==> src/core/fgpr_pkg.sv <==
// Register map, field layout and reset values of the fuel-gauge parameter bank
package fgpr_pkg;
  localparam logic [7:0] FGPR_ADDR_RES_10C   = 8'h1A;
  localparam logic [7:0] FGPR_ADDR_RES_20C   = 8'h1B;
  localparam logic [7:0] FGPR_ADDR_RES_30C   = 8'h1C;
  localparam logic [7:0] FGPR_ADDR_RES_40C   = 8'h1D;
  localparam logic [7:0] FGPR_ADDR_RES_60C   = 8'h1E;
  localparam logic [7:0] FGPR_ADDR_COEF      = 8'h1F;
  localparam logic [7:0] FGPR_ADDR_TEMP      = 8'h20;
  localparam logic [7:0] FGPR_ADDR_CHARGE    = 8'h21;
  localparam logic [7:0] FGPR_ADDR_VOLT_HIGH = 8'h22;
  localparam logic [7:0] FGPR_ADDR_VOLT_LOW  = 8'h23;
  localparam logic [7:0] FGPR_ADDR_RESULT_CLR = 8'h25;

  localparam int          FGPR_RES_POINTS   = 5;
  localparam logic [7:0]  FGPR_RES_RESET    = 8'h3F;
  localparam logic [1:0]  FGPR_MULT_RESET   = 2'h0;
  localparam logic [3:0]  FGPR_CHG_RESET    = 4'h8;
  localparam logic        FGPR_SRC_RESET    = 1'h0;
  localparam logic [5:0]  FGPR_TEMP_RESET   = 6'h1B;
  localparam logic [6:0]  FGPR_CHARGE_MAX   = 7'h64;
  localparam int          FGPR_CLR_BIT      = 7;
  localparam int          FGPR_SRC_BIT      = 6;
  localparam int          FGPR_MULT_LSB     = 4;
  localparam int          FGPR_VOLT_W       = 13;
  localparam int          FGPR_VOLT_SPLIT   = 5;
  localparam int          FGPR_MULT_W       = 2;
  localparam int          FGPR_CHG_LSB      = 0;
  localparam int          FGPR_CHG_W        = 4;
  localparam int          FGPR_TEMP_LSB     = 0;
  localparam int          FGPR_TEMP_W       = 6;
  localparam int          FGPR_CHARGE_W     = 7;
  localparam logic [7:0]  FGPR_RDATA_RESET  = 8'h00;
endpackage : fgpr_pkg

==> src/core/fgpr_regs.sv <==
// Fuel-gauge parameter and result register bank on the byte register port
//
// What this block does
// RULE1: Five read/write resistance-table bytes at 0x1A..0x1E reset to 0x3F, 32 milliohm per count.
// RULE2: Coefficient bits 5:4 at 0x1F are read/write, reset 00, picking the empty-charge multiplier 1x/2x/4x/8x.
// RULE3: Coefficient bits 3:0 at 0x1F are read/write, reset 1000, charging coefficient 0.75 plus value over 32.
// RULE4: Temperature bit 6 at 0x20 resets to 0 and selects thermistor input (0) or host value (1).
// RULE5: Temperature bits 5:0 hold host temperature as value minus 2 degrees, reset 11011.
// RULE6: Register 0x21 reads charge level in bits 6:0, limited to 0..100, bit 7 zero.
// RULE7: Register 0x22 reads voltage bits 12:5 in millivolt units.
// RULE8: Register 0x23 reads voltage bits 4:0 in its bits 7:3, bits 2:0 zero.
// RULE9: Writing 1 to bit 7 at 0x25 clears the charge level and both voltage registers; a result_valid in the same cycle loads the new result instead.
// RULE10: Unused bits read zero and writes to read-only or unused bits change nothing.
`timescale 1ns/100ps
`default_nettype none
module fgpr_regs
  import fgpr_pkg::*;
(
  input  wire logic                   core_clk,           // 50 MHz clock
  input  wire logic                   sys_rst,            // Synchronous reset, active high
  input  wire logic                   reg_wr,             // Register write strobe
  input  wire logic                   reg_rd,             // Register read strobe
  input  wire logic [7:0]             reg_addr,           // Register address
  input  wire logic [7:0]             reg_wdata,          // Write data
  output logic      [7:0]             reg_rdata,          // Read data, registered
  input  wire logic                   result_valid,       // Gauge result update pulse
  input  wire logic [6:0]             result_charge,      // Gauge charge level percent
  input  wire logic [FGPR_VOLT_W-1:0] result_voltage,     // Gauge voltage, mV
  input  wire logic [5:0]             thermistor_input,   // Thermistor temperature code
  output logic [7:0]                  resistance_at_10c,  // Resistance table, 10 C
  output logic [7:0]                  resistance_at_20c,  // Resistance table, 20 C
  output logic [7:0]                  resistance_at_30c,  // Resistance table, 30 C
  output logic [7:0]                  resistance_at_40c,  // Resistance table, 40 C
  output logic [7:0]                  resistance_at_60c,  // Resistance table, 60 C
  output logic [1:0]                  low_charge_resistance_multiplier, // Empty-charge multiplier code
  output logic [3:0]                  charging_resistance_coefficient,  // Charging coefficient code
  output logic                        temperature_source_select,        // 1 = host temperature
  output logic [5:0]                  gauge_temperature                 // Temperature the gauge uses
);

  logic [7:0]                 res_val [FGPR_RES_POINTS];
  logic [FGPR_MULT_W-1:0]     mult_ff;
  logic [FGPR_CHG_W-1:0]      chg_ff;
  logic                       src_ff;
  logic [FGPR_TEMP_W-1:0]     temp_ff;
  logic [FGPR_CHARGE_W-1:0]   charge_ff;
  logic [FGPR_VOLT_W-1:0]     volt_ff;
  logic [7:0]                 rdata_ff;
  logic [7:0]                 nxt_rdata;
  logic [FGPR_CHARGE_W-1:0]   nxt_charge;
  logic [FGPR_RES_POINTS-1:0] res_hit;
  logic                       coef_hit;
  logic                       temp_hit;
  logic                       clr_hit;
  logic                       coef_wr;
  logic                       temp_wr;
  logic                       result_clr;

  // Address decode for the control registers
  assign coef_hit   = (reg_addr == FGPR_ADDR_COEF);
  assign temp_hit   = (reg_addr == FGPR_ADDR_TEMP);
  assign clr_hit    = (reg_addr == FGPR_ADDR_RESULT_CLR);
  assign coef_wr    = reg_wr && coef_hit;
  assign temp_wr    = reg_wr && temp_hit;
  assign result_clr = reg_wr && clr_hit && reg_wdata[FGPR_CLR_BIT]; // RULE9

  // One decode and one byte per table point
  for (genvar g = 0; g < FGPR_RES_POINTS; g++)
  begin : g_res
    logic [7:0] point_ff;

    assign res_hit[g] = (reg_addr == FGPR_ADDR_RES_10C + 8'(g));

    always_ff @(posedge core_clk)
    begin
      if (sys_rst)
      begin
        point_ff <= FGPR_RES_RESET; // RULE1
      end
      else if (reg_wr && res_hit[g])
      begin
        point_ff <= reg_wdata; // RULE1
      end
    end

    assign res_val[g] = point_ff;
  end

  always_ff @(posedge core_clk)
  begin
    if (sys_rst)
    begin
      mult_ff <= FGPR_MULT_RESET; // RULE2
    end
    else if (coef_wr)
    begin
      mult_ff <= reg_wdata[FGPR_MULT_LSB +: FGPR_MULT_W]; // RULE2
    end
  end

  always_ff @(posedge core_clk)
  begin
    if (sys_rst)
    begin
      chg_ff <= FGPR_CHG_RESET; // RULE3
    end
    else if (coef_wr)
    begin
      chg_ff <= reg_wdata[FGPR_CHG_LSB +: FGPR_CHG_W]; // RULE3
    end
  end

  always_ff @(posedge core_clk)
  begin
    if (sys_rst)
    begin
      src_ff <= FGPR_SRC_RESET; // RULE4
    end
    else if (temp_wr)
    begin
      src_ff <= reg_wdata[FGPR_SRC_BIT]; // RULE4
    end
  end

  always_ff @(posedge core_clk)
  begin
    if (sys_rst)
    begin
      temp_ff <= FGPR_TEMP_RESET; // RULE5
    end
    else if (temp_wr)
    begin
      temp_ff <= reg_wdata[FGPR_TEMP_LSB +: FGPR_TEMP_W]; // RULE5
    end
  end

  // Gauge may report above full; the register never does
  always_comb
  begin
    nxt_charge = result_charge;
    if (result_charge > FGPR_CHARGE_MAX)
      nxt_charge = FGPR_CHARGE_MAX; // RULE6
  end

  // A fresh result beats a same-cycle clear, so no reading is lost
  always_ff @(posedge core_clk)
  begin
    if (sys_rst)
    begin
      charge_ff <= '0;
    end
    else if (result_valid)
    begin
      charge_ff <= nxt_charge; // RULE6
    end
    else if (result_clr)
    begin
      charge_ff <= '0; // RULE9
    end
  end

  always_ff @(posedge core_clk)
  begin
    if (sys_rst)
    begin
      volt_ff <= '0;
    end
    else if (result_valid)
    begin
      volt_ff <= result_voltage; // RULE7
    end
    else if (result_clr)
    begin
      volt_ff <= '0; // RULE9
    end
  end

  // Temperature actually fed to the gauge
  always_comb
  begin
    if (src_ff)
      gauge_temperature = temp_ff; // RULE5
    else
      gauge_temperature = thermistor_input; // RULE4
  end

  always_comb
  begin
    nxt_rdata = FGPR_RDATA_RESET; // RULE10
    case (reg_addr)
      FGPR_ADDR_RES_10C:   nxt_rdata = res_val[0];
      FGPR_ADDR_RES_20C:   nxt_rdata = res_val[1];
      FGPR_ADDR_RES_30C:   nxt_rdata = res_val[2];
      FGPR_ADDR_RES_40C:   nxt_rdata = res_val[3];
      FGPR_ADDR_RES_60C:   nxt_rdata = res_val[4];
      FGPR_ADDR_COEF:      nxt_rdata = {2'h0, mult_ff, chg_ff}; // RULE10
      FGPR_ADDR_TEMP:      nxt_rdata = {1'h0, src_ff, temp_ff}; // RULE10
      FGPR_ADDR_CHARGE:    nxt_rdata = {1'h0, charge_ff}; // RULE6
      FGPR_ADDR_VOLT_HIGH: nxt_rdata = volt_ff[FGPR_VOLT_W-1:FGPR_VOLT_SPLIT]; // RULE7
      FGPR_ADDR_VOLT_LOW:  nxt_rdata = {volt_ff[FGPR_VOLT_SPLIT-1:0], 3'h0}; // RULE8
      default:             nxt_rdata = FGPR_RDATA_RESET;
    endcase
  end

  // Read data holds between reads, so idle address changes are harmless
  always_ff @(posedge core_clk)
  begin
    if (sys_rst)
    begin
      rdata_ff <= FGPR_RDATA_RESET;
    end
    else if (reg_rd)
    begin
      rdata_ff <= nxt_rdata;
    end
  end

  assign reg_rdata                        = rdata_ff;
  assign resistance_at_10c                = res_val[0];
  assign resistance_at_20c                = res_val[1];
  assign resistance_at_30c                = res_val[2];
  assign resistance_at_40c                = res_val[3];
  assign resistance_at_60c                = res_val[4];
  assign low_charge_resistance_multiplier = mult_ff;
  assign charging_resistance_coefficient  = chg_ff;
  assign temperature_source_select        = src_ff;

endmodule : fgpr_regs
`default_nettype wire

==> config.mk <==
export PLATFORM = sky130hd
export DESIGN_NAME = fgpr_regs
export DESIGN_NICKNAME = d
export VERILOG_FILES = /design/src/core/fgpr_pkg.sv /design/src/core/fgpr_regs.sv
export SDC_FILE = /design/constraint.sdc
export NUM_CORES = 1
export LEC_CHECK = 0
export CORE_MARGIN = 8
export CORE_UTILIZATION = 29
export DETAILED_ROUTE_END_ITERATION = 8
export DONT_BUFFER_PORTS = 1
export PLACE_DENSITY_LB_ADDON = 0.08
export SETUP_SLACK_MARGIN = 0.05
export SLEW_MARGIN = 0
export SYNTH_ARGS = -nofsm -noshare
export SYNTH_HDL_FRONTEND = slang
export SYNTH_SLANG_ARGS = --single-unit
==> constraint.sdc <==
create_clock -name core_clk -period 2.4 [get_ports core_clk]
set_input_delay 0.24 -clock core_clk [delete_from_list [all_inputs] [get_ports core_clk]]
set_output_delay 0.24 -clock core_clk [all_outputs]
set_load 0.01 [all_outputs]
==> run_summary.xml <==
<?xml version="1.0" encoding="UTF-8"?>
<metrics>
  <group name="placed_design">
    <metric name="place_area" unit="sq um">3910</metric>
    <metric name="io_buffers" unit="">0</metric>
    <metric name="place_hpwl" unit="um">9740</metric>
    <metric name="place.gp.congestion" unit="">0.800</metric>
    <metric name="place_worst_setup_slack" unit="ns">0.430</metric>
  </group>
  <group name="grt">
    <metric name="antenna_found_initial" unit="">0</metric>
    <metric name="grt_max_degree" unit="">64</metric>
    <metric name="globalRouteTotalUtil" unit="%">16.3</metric>
    <metric name="leftover_overflow_at_the_end_of_global_routing" unit="">0</metric>
    <metric name="grt_pass1_wl" unit="um">20100</metric>
    <metric name="grt_pass1_vias" unit="">2984</metric>
  </group>
  <group name="clock_tree">
    <metric name="cts_max_level" unit="">3</metric>
    <metric name="clkLatencyLatePin" unit="ns">0.34</metric>
    <metric name="cts_max_path_buffers" unit="">2</metric>
    <metric name="clock_slew_seen_by_the_registers_of_the_worst_setup_and_hold_paths" unit="ns">0.06</metric>
    <metric name="tritoncts.num_buffers" unit="">9</metric>
    <metric name="cts_tree" unit="">yes</metric>
    <metric name="clock_sinks" unit="">81</metric>
    <metric name="ctsResizeCount" unit="">0</metric>
    <metric name="cts-root-buf" unit="">sky130_fd_sc_hd__clkbuf_16</metric>
  </group>
  <group name="sta">
    <metric name="maxSlewHeadroom" unit="%">30.6</metric>
    <metric name="setup_ws" unit="ns">0.635</metric>
    <metric name="final_slew_viol_count" unit="">0</metric>
    <metric name="fin_skew" unit="ns">0.00449</metric>
    <metric name="worst_hold_slack" unit="ns">0.0283</metric>
    <metric name="worst-slew-pin-transition" unit="ns">1.04</metric>
    <metric name="setup_repair_after_global_routing_missed_its_margin" unit="">false</metric>
    <metric name="setup-violations-final" unit="">0</metric>
    <metric name="max_freq" unit="MHz">566</metric>
    <metric name="final.period_utilization" unit="%">73.6</metric>
    <metric name="fin_setup_tns" unit="ns">0</metric>
    <metric name="timing.final.hold_violations" unit="">0</metric>
    <metric name="fin_crit" unit="ns">1.77</metric>
  </group>
  <group name="setup_path">
    <metric name="worstPathBufferInverterCount" unit="">0</metric>
    <metric name="timing.critical_path.cells" unit="">mux2_2</metric>
    <metric name="cp-end-kind" unit="">primary output</metric>
    <metric name="worstSetupPathType" unit="">register to primary output</metric>
    <metric name="crit_path_start_kind" unit="">register</metric>
    <metric name="cpMaxStageDelayCell" unit="">sky130_fd_sc_hd__dfxtp_1</metric>
    <metric name="critical_path.top_delay_family" unit="">flip-flops</metric>
    <metric name="crit_path_max_incr_delay" unit="ns">0.73</metric>
    <metric name="crit-reg2reg-launch" unit="">charging_resistance_coefficient[1]</metric>
    <metric name="cp_data_arrival_time" unit="ns">1.53</metric>
    <metric name="worstPathMaxFanout" unit="">9</metric>
    <metric name="startpoint" unit="">temperature_source_select</metric>
    <metric name="worst_ep_required_time" unit="ns">2.16</metric>
  </group>
  <group name="pwr">
    <metric name="internal_portion_of_total_power" unit="mW">2.24</metric>
    <metric name="power_frac_comb" unit="%">5.8</metric>
    <metric name="power.total" unit="mW">2.91</metric>
    <metric name="power.sequential.fraction" unit="%">47.5</metric>
    <metric name="switchingPower" unit="mW">0.673</metric>
    <metric name="ir_worst_vdd" unit="V">0.000261</metric>
    <metric name="power_density" unit="nW/um^2">686</metric>
    <metric name="total_leakage_power" unit="nW">1.62</metric>
    <metric name="power.share.switching" unit="%">23.1</metric>
    <metric name="pwr-share-clk" unit="%">46.7</metric>
  </group>
  <group name="flow_run">
    <metric name="drv_cap" unit="">0</metric>
  </group>
  <group name="min_path">
    <metric name="hold_path_class" unit="">input port to register</metric>
    <metric name="holdCritStartpoint" unit="">sys_rst</metric>
  </group>
  <group name="synthesis">
    <metric name="ys_seq_elements" unit="">81</metric>
    <metric name="synth.top_cells.by_area" unit="">sky130_fd_sc_hd__dfxtp_1 42%, sky130_fd_sc_hd__nor2_1 8.1%, sky130_fd_sc_hd__a211o_1 7.1%</metric>
    <metric name="syn_nets" unit="">441</metric>
    <metric name="average_cell_area_after_synthesis" unit="sq um">9.72</metric>
    <metric name="ys_dominant_reg_cell" unit="">sky130_fd_sc_hd__dfxtp_1</metric>
    <metric name="synthCells" unit="">394</metric>
    <metric name="syn-cell-area" unit="sq um">3830</metric>
    <metric name="yosys.cell_types.count" unit="">50</metric>
    <metric name="async_reset_ff_share" unit="%">0</metric>
    <metric name="sequential_cell_area_fraction_in_the_yosys_report" unit="%">42.3</metric>
    <metric name="synthesis.yosys.warnings" unit="">0</metric>
    <metric name="post-synth-top-area-cell" unit="">sky130_fd_sc_hd__dfxtp_1</metric>
    <metric name="synth-edff-count" unit="">0</metric>
    <metric name="top_cell_type_s_share_of_synthesized_area" unit="%">42.3</metric>
  </group>
  <group name="detailed_routing">
    <metric name="post-route-drc-count" unit="">0</metric>
    <metric name="initialDrtViolationCount" unit="">188</metric>
    <metric name="drt_pass1_iterations" unit="">5</metric>
    <metric name="route.vias.total" unit="">3054</metric>
    <metric name="drt_wl_total" unit="um">13800</metric>
    <metric name="post_drt_wl_per_cell" unit="um">24.5</metric>
    <metric name="vias_per_cell" unit="">5.43</metric>
    <metric name="drt.antenna.violating_nets" unit="">0</metric>
  </group>
  <group name="finish">
    <metric name="drive_above_1_share" unit="%">14.8</metric>
    <metric name="layout.cell_area.non_filler" unit="sq um">4250</metric>
    <metric name="layout.cells.most_common_list" unit="">83 x sky130_fd_sc_hd__nor2_1, 81 x sky130_fd_sc_hd__dfxtp_1, 31 x sky130_fd_sc_hd__a211o_1, 25 x sky130_fd_sc_hd__mux2i_1, 23 x sky130_fd_sc_hd__a22oi_1</metric>
    <metric name="layout_commonest_cell" unit="">sky130_fd_sc_hd__nor2_1</metric>
    <metric name="final_net_count" unit="">428</metric>
    <metric name="synthToLayoutAreaGrowth" unit="%">10.8</metric>
    <metric name="n_diodes" unit="">0</metric>
    <metric name="filler_cell_count" unit="">1352</metric>
  </group>
  <group name="floorplan">
    <metric name="die_height" unit="um">131</metric>
    <metric name="floorplan.rows" unit="">42</metric>
    <metric name="dieWidth" unit="um">131</metric>
    <metric name="core_area" unit="sq um">13100</metric>
    <metric name="io_pins" unit="">108</metric>
    <metric name="fp.dieArea" unit="sq um">17100</metric>
    <metric name="initial_core_util" unit="%">29.3</metric>
  </group>
  <group name="run_status">
    <metric name="status" unit="">finished, final reports clean</metric>
  </group>
</metrics>
[flip-flops by register name, indices dropped and copies added, names as in the netlist]
| name | cells |
|---|---|
| resistance_at_20c | 8 |
| resistance_at_60c | 8 |
| temp_ff | 6 |
| temperature_source_select | 1 |
| reg_rdata | 8 |
| resistance_at_10c | 8 |
| charging_resistance_coefficient | 4 |
| resistance_at_40c | 8 |
| volt_ff | 13 |
| resistance_at_30c | 8 |
| charge_ff | 7 |
| low_charge_resistance_multiplier | 2 |
[Yosys cell counts (3+ instances only)]
cell	n
sky130_fd_sc_hd__a21oi_1	3
sky130_fd_sc_hd__a32oi_1	3
sky130_fd_sc_hd__a22o_1	3
sky130_fd_sc_hd__nand3_4	3
sky130_fd_sc_hd__dfxtp_1	81
sky130_fd_sc_hd__a311oi_1	4
sky130_fd_sc_hd__a211oi_1	5
sky130_fd_sc_hd__a211o_1	31
sky130_fd_sc_hd__nand2b_1	3
sky130_fd_sc_hd__o21ai_0	4
sky130_fd_sc_hd__inv_1	9
sky130_fd_sc_hd__a22oi_1	23
sky130_fd_sc_hd__clkbuf_1	16
sky130_fd_sc_hd__nor3_1	3
sky130_fd_sc_hd__nand2_1	15
sky130_fd_sc_hd__nand3_1	4
sky130_fd_sc_hd__mux2_2	15
sky130_fd_sc_hd__a221oi_1	4
sky130_fd_sc_hd__nor2_1	83
sky130_fd_sc_hd__mux2i_1	25
sky130_fd_sc_hd__buf_2	6
sky130_fd_sc_hd__buf_6	7
sky130_fd_sc_hd__a31oi_1	4
sky130_fd_sc_hd__mux4_2	5
[metrics by stage]
| step | utilization (%) | std cells |
|---|---|---|
| 3_5_place_dp | 29.9 | 543 |
| 2_1_floorplan | - | 394 |
| 6_report | 32.4 | 562 |
| 4_1_cts | 32.4 | 562 |
| 3_3_place_gp | 29.9 | 543 |
| 5_1_grt | 32.4 | 562 |
[routing by layer]
metal	up-vias	share of wire [%]	routed length [um]	GRT usage (%)
li1	1423	-	-	-
met1	1509	42	5820	20.5
met2	108	48	6570	25.6
met3	14	8.7	1200	6.09
met4	0	1.4	188	4.73
met5	-	0	0	0
[logic make-up after synthesis]
family / synth area share, %
buffers and inverters: 5.68
AND/OR/NAND/NOR: 18.7
AO/OA/AOI/OAI: 19.4
flip-flops: 42.3
multiplexers: 13.9
[final cells by class]
class	instances	area [sq um]	area share (%)
timing repair buffer	8	85.1	2.00
clock inverter	6	58.8	1.39
tap	176	220	5.19
sequential	81	1620	38.2
multi-input combinational	272	2000	47.0
clock buffer	10	229	5.39
inverter	9	33.8	0.796
[what timing repair did]
item,in CTS,in global routing
hold endpoints to repair,64,0
setup buffers,0,0
endpoints found under the setup margin,0,0
hold buffers,3,0
[power by group through the flow]
stage | clock, mW | combinational, mW | sequential (mW)
5_1_grt | 1.47 | 0.185 | 1.39
4_1_cts | 1.40 | 0.171 | 1.38
6_report | 1.36 | 0.169 | 1.38
3_3_place_gp | 0 | 0.140 | 1.41
3_5_place_dp | 0 | 0.141 | 1.41
2_1_floorplan | 0 | 0.156 | 1.41
[worst reg2reg max path, delay by kind of cell (launching register included)]
| family | cells | cell delay (ns) |
|---|---|---|
| muxes | 1 | 0.28 |
| AOI/OAI and AO/OA | 4 | 0.79 |
| DFF | 1 | 0.36 |
[path summary, 6_finish.rpt]
check,end,slack (ns),depth (start not counted)
worst max-delay path,gauge_temperature[1],0.63,1
worst min-delay path,temp_ff[0],0.03,2
worst max register to register,reg_rdata[1],0.84,5
worst min register to register,charge_ff[2],0.46,2
(Power assumes the default switching activity.)
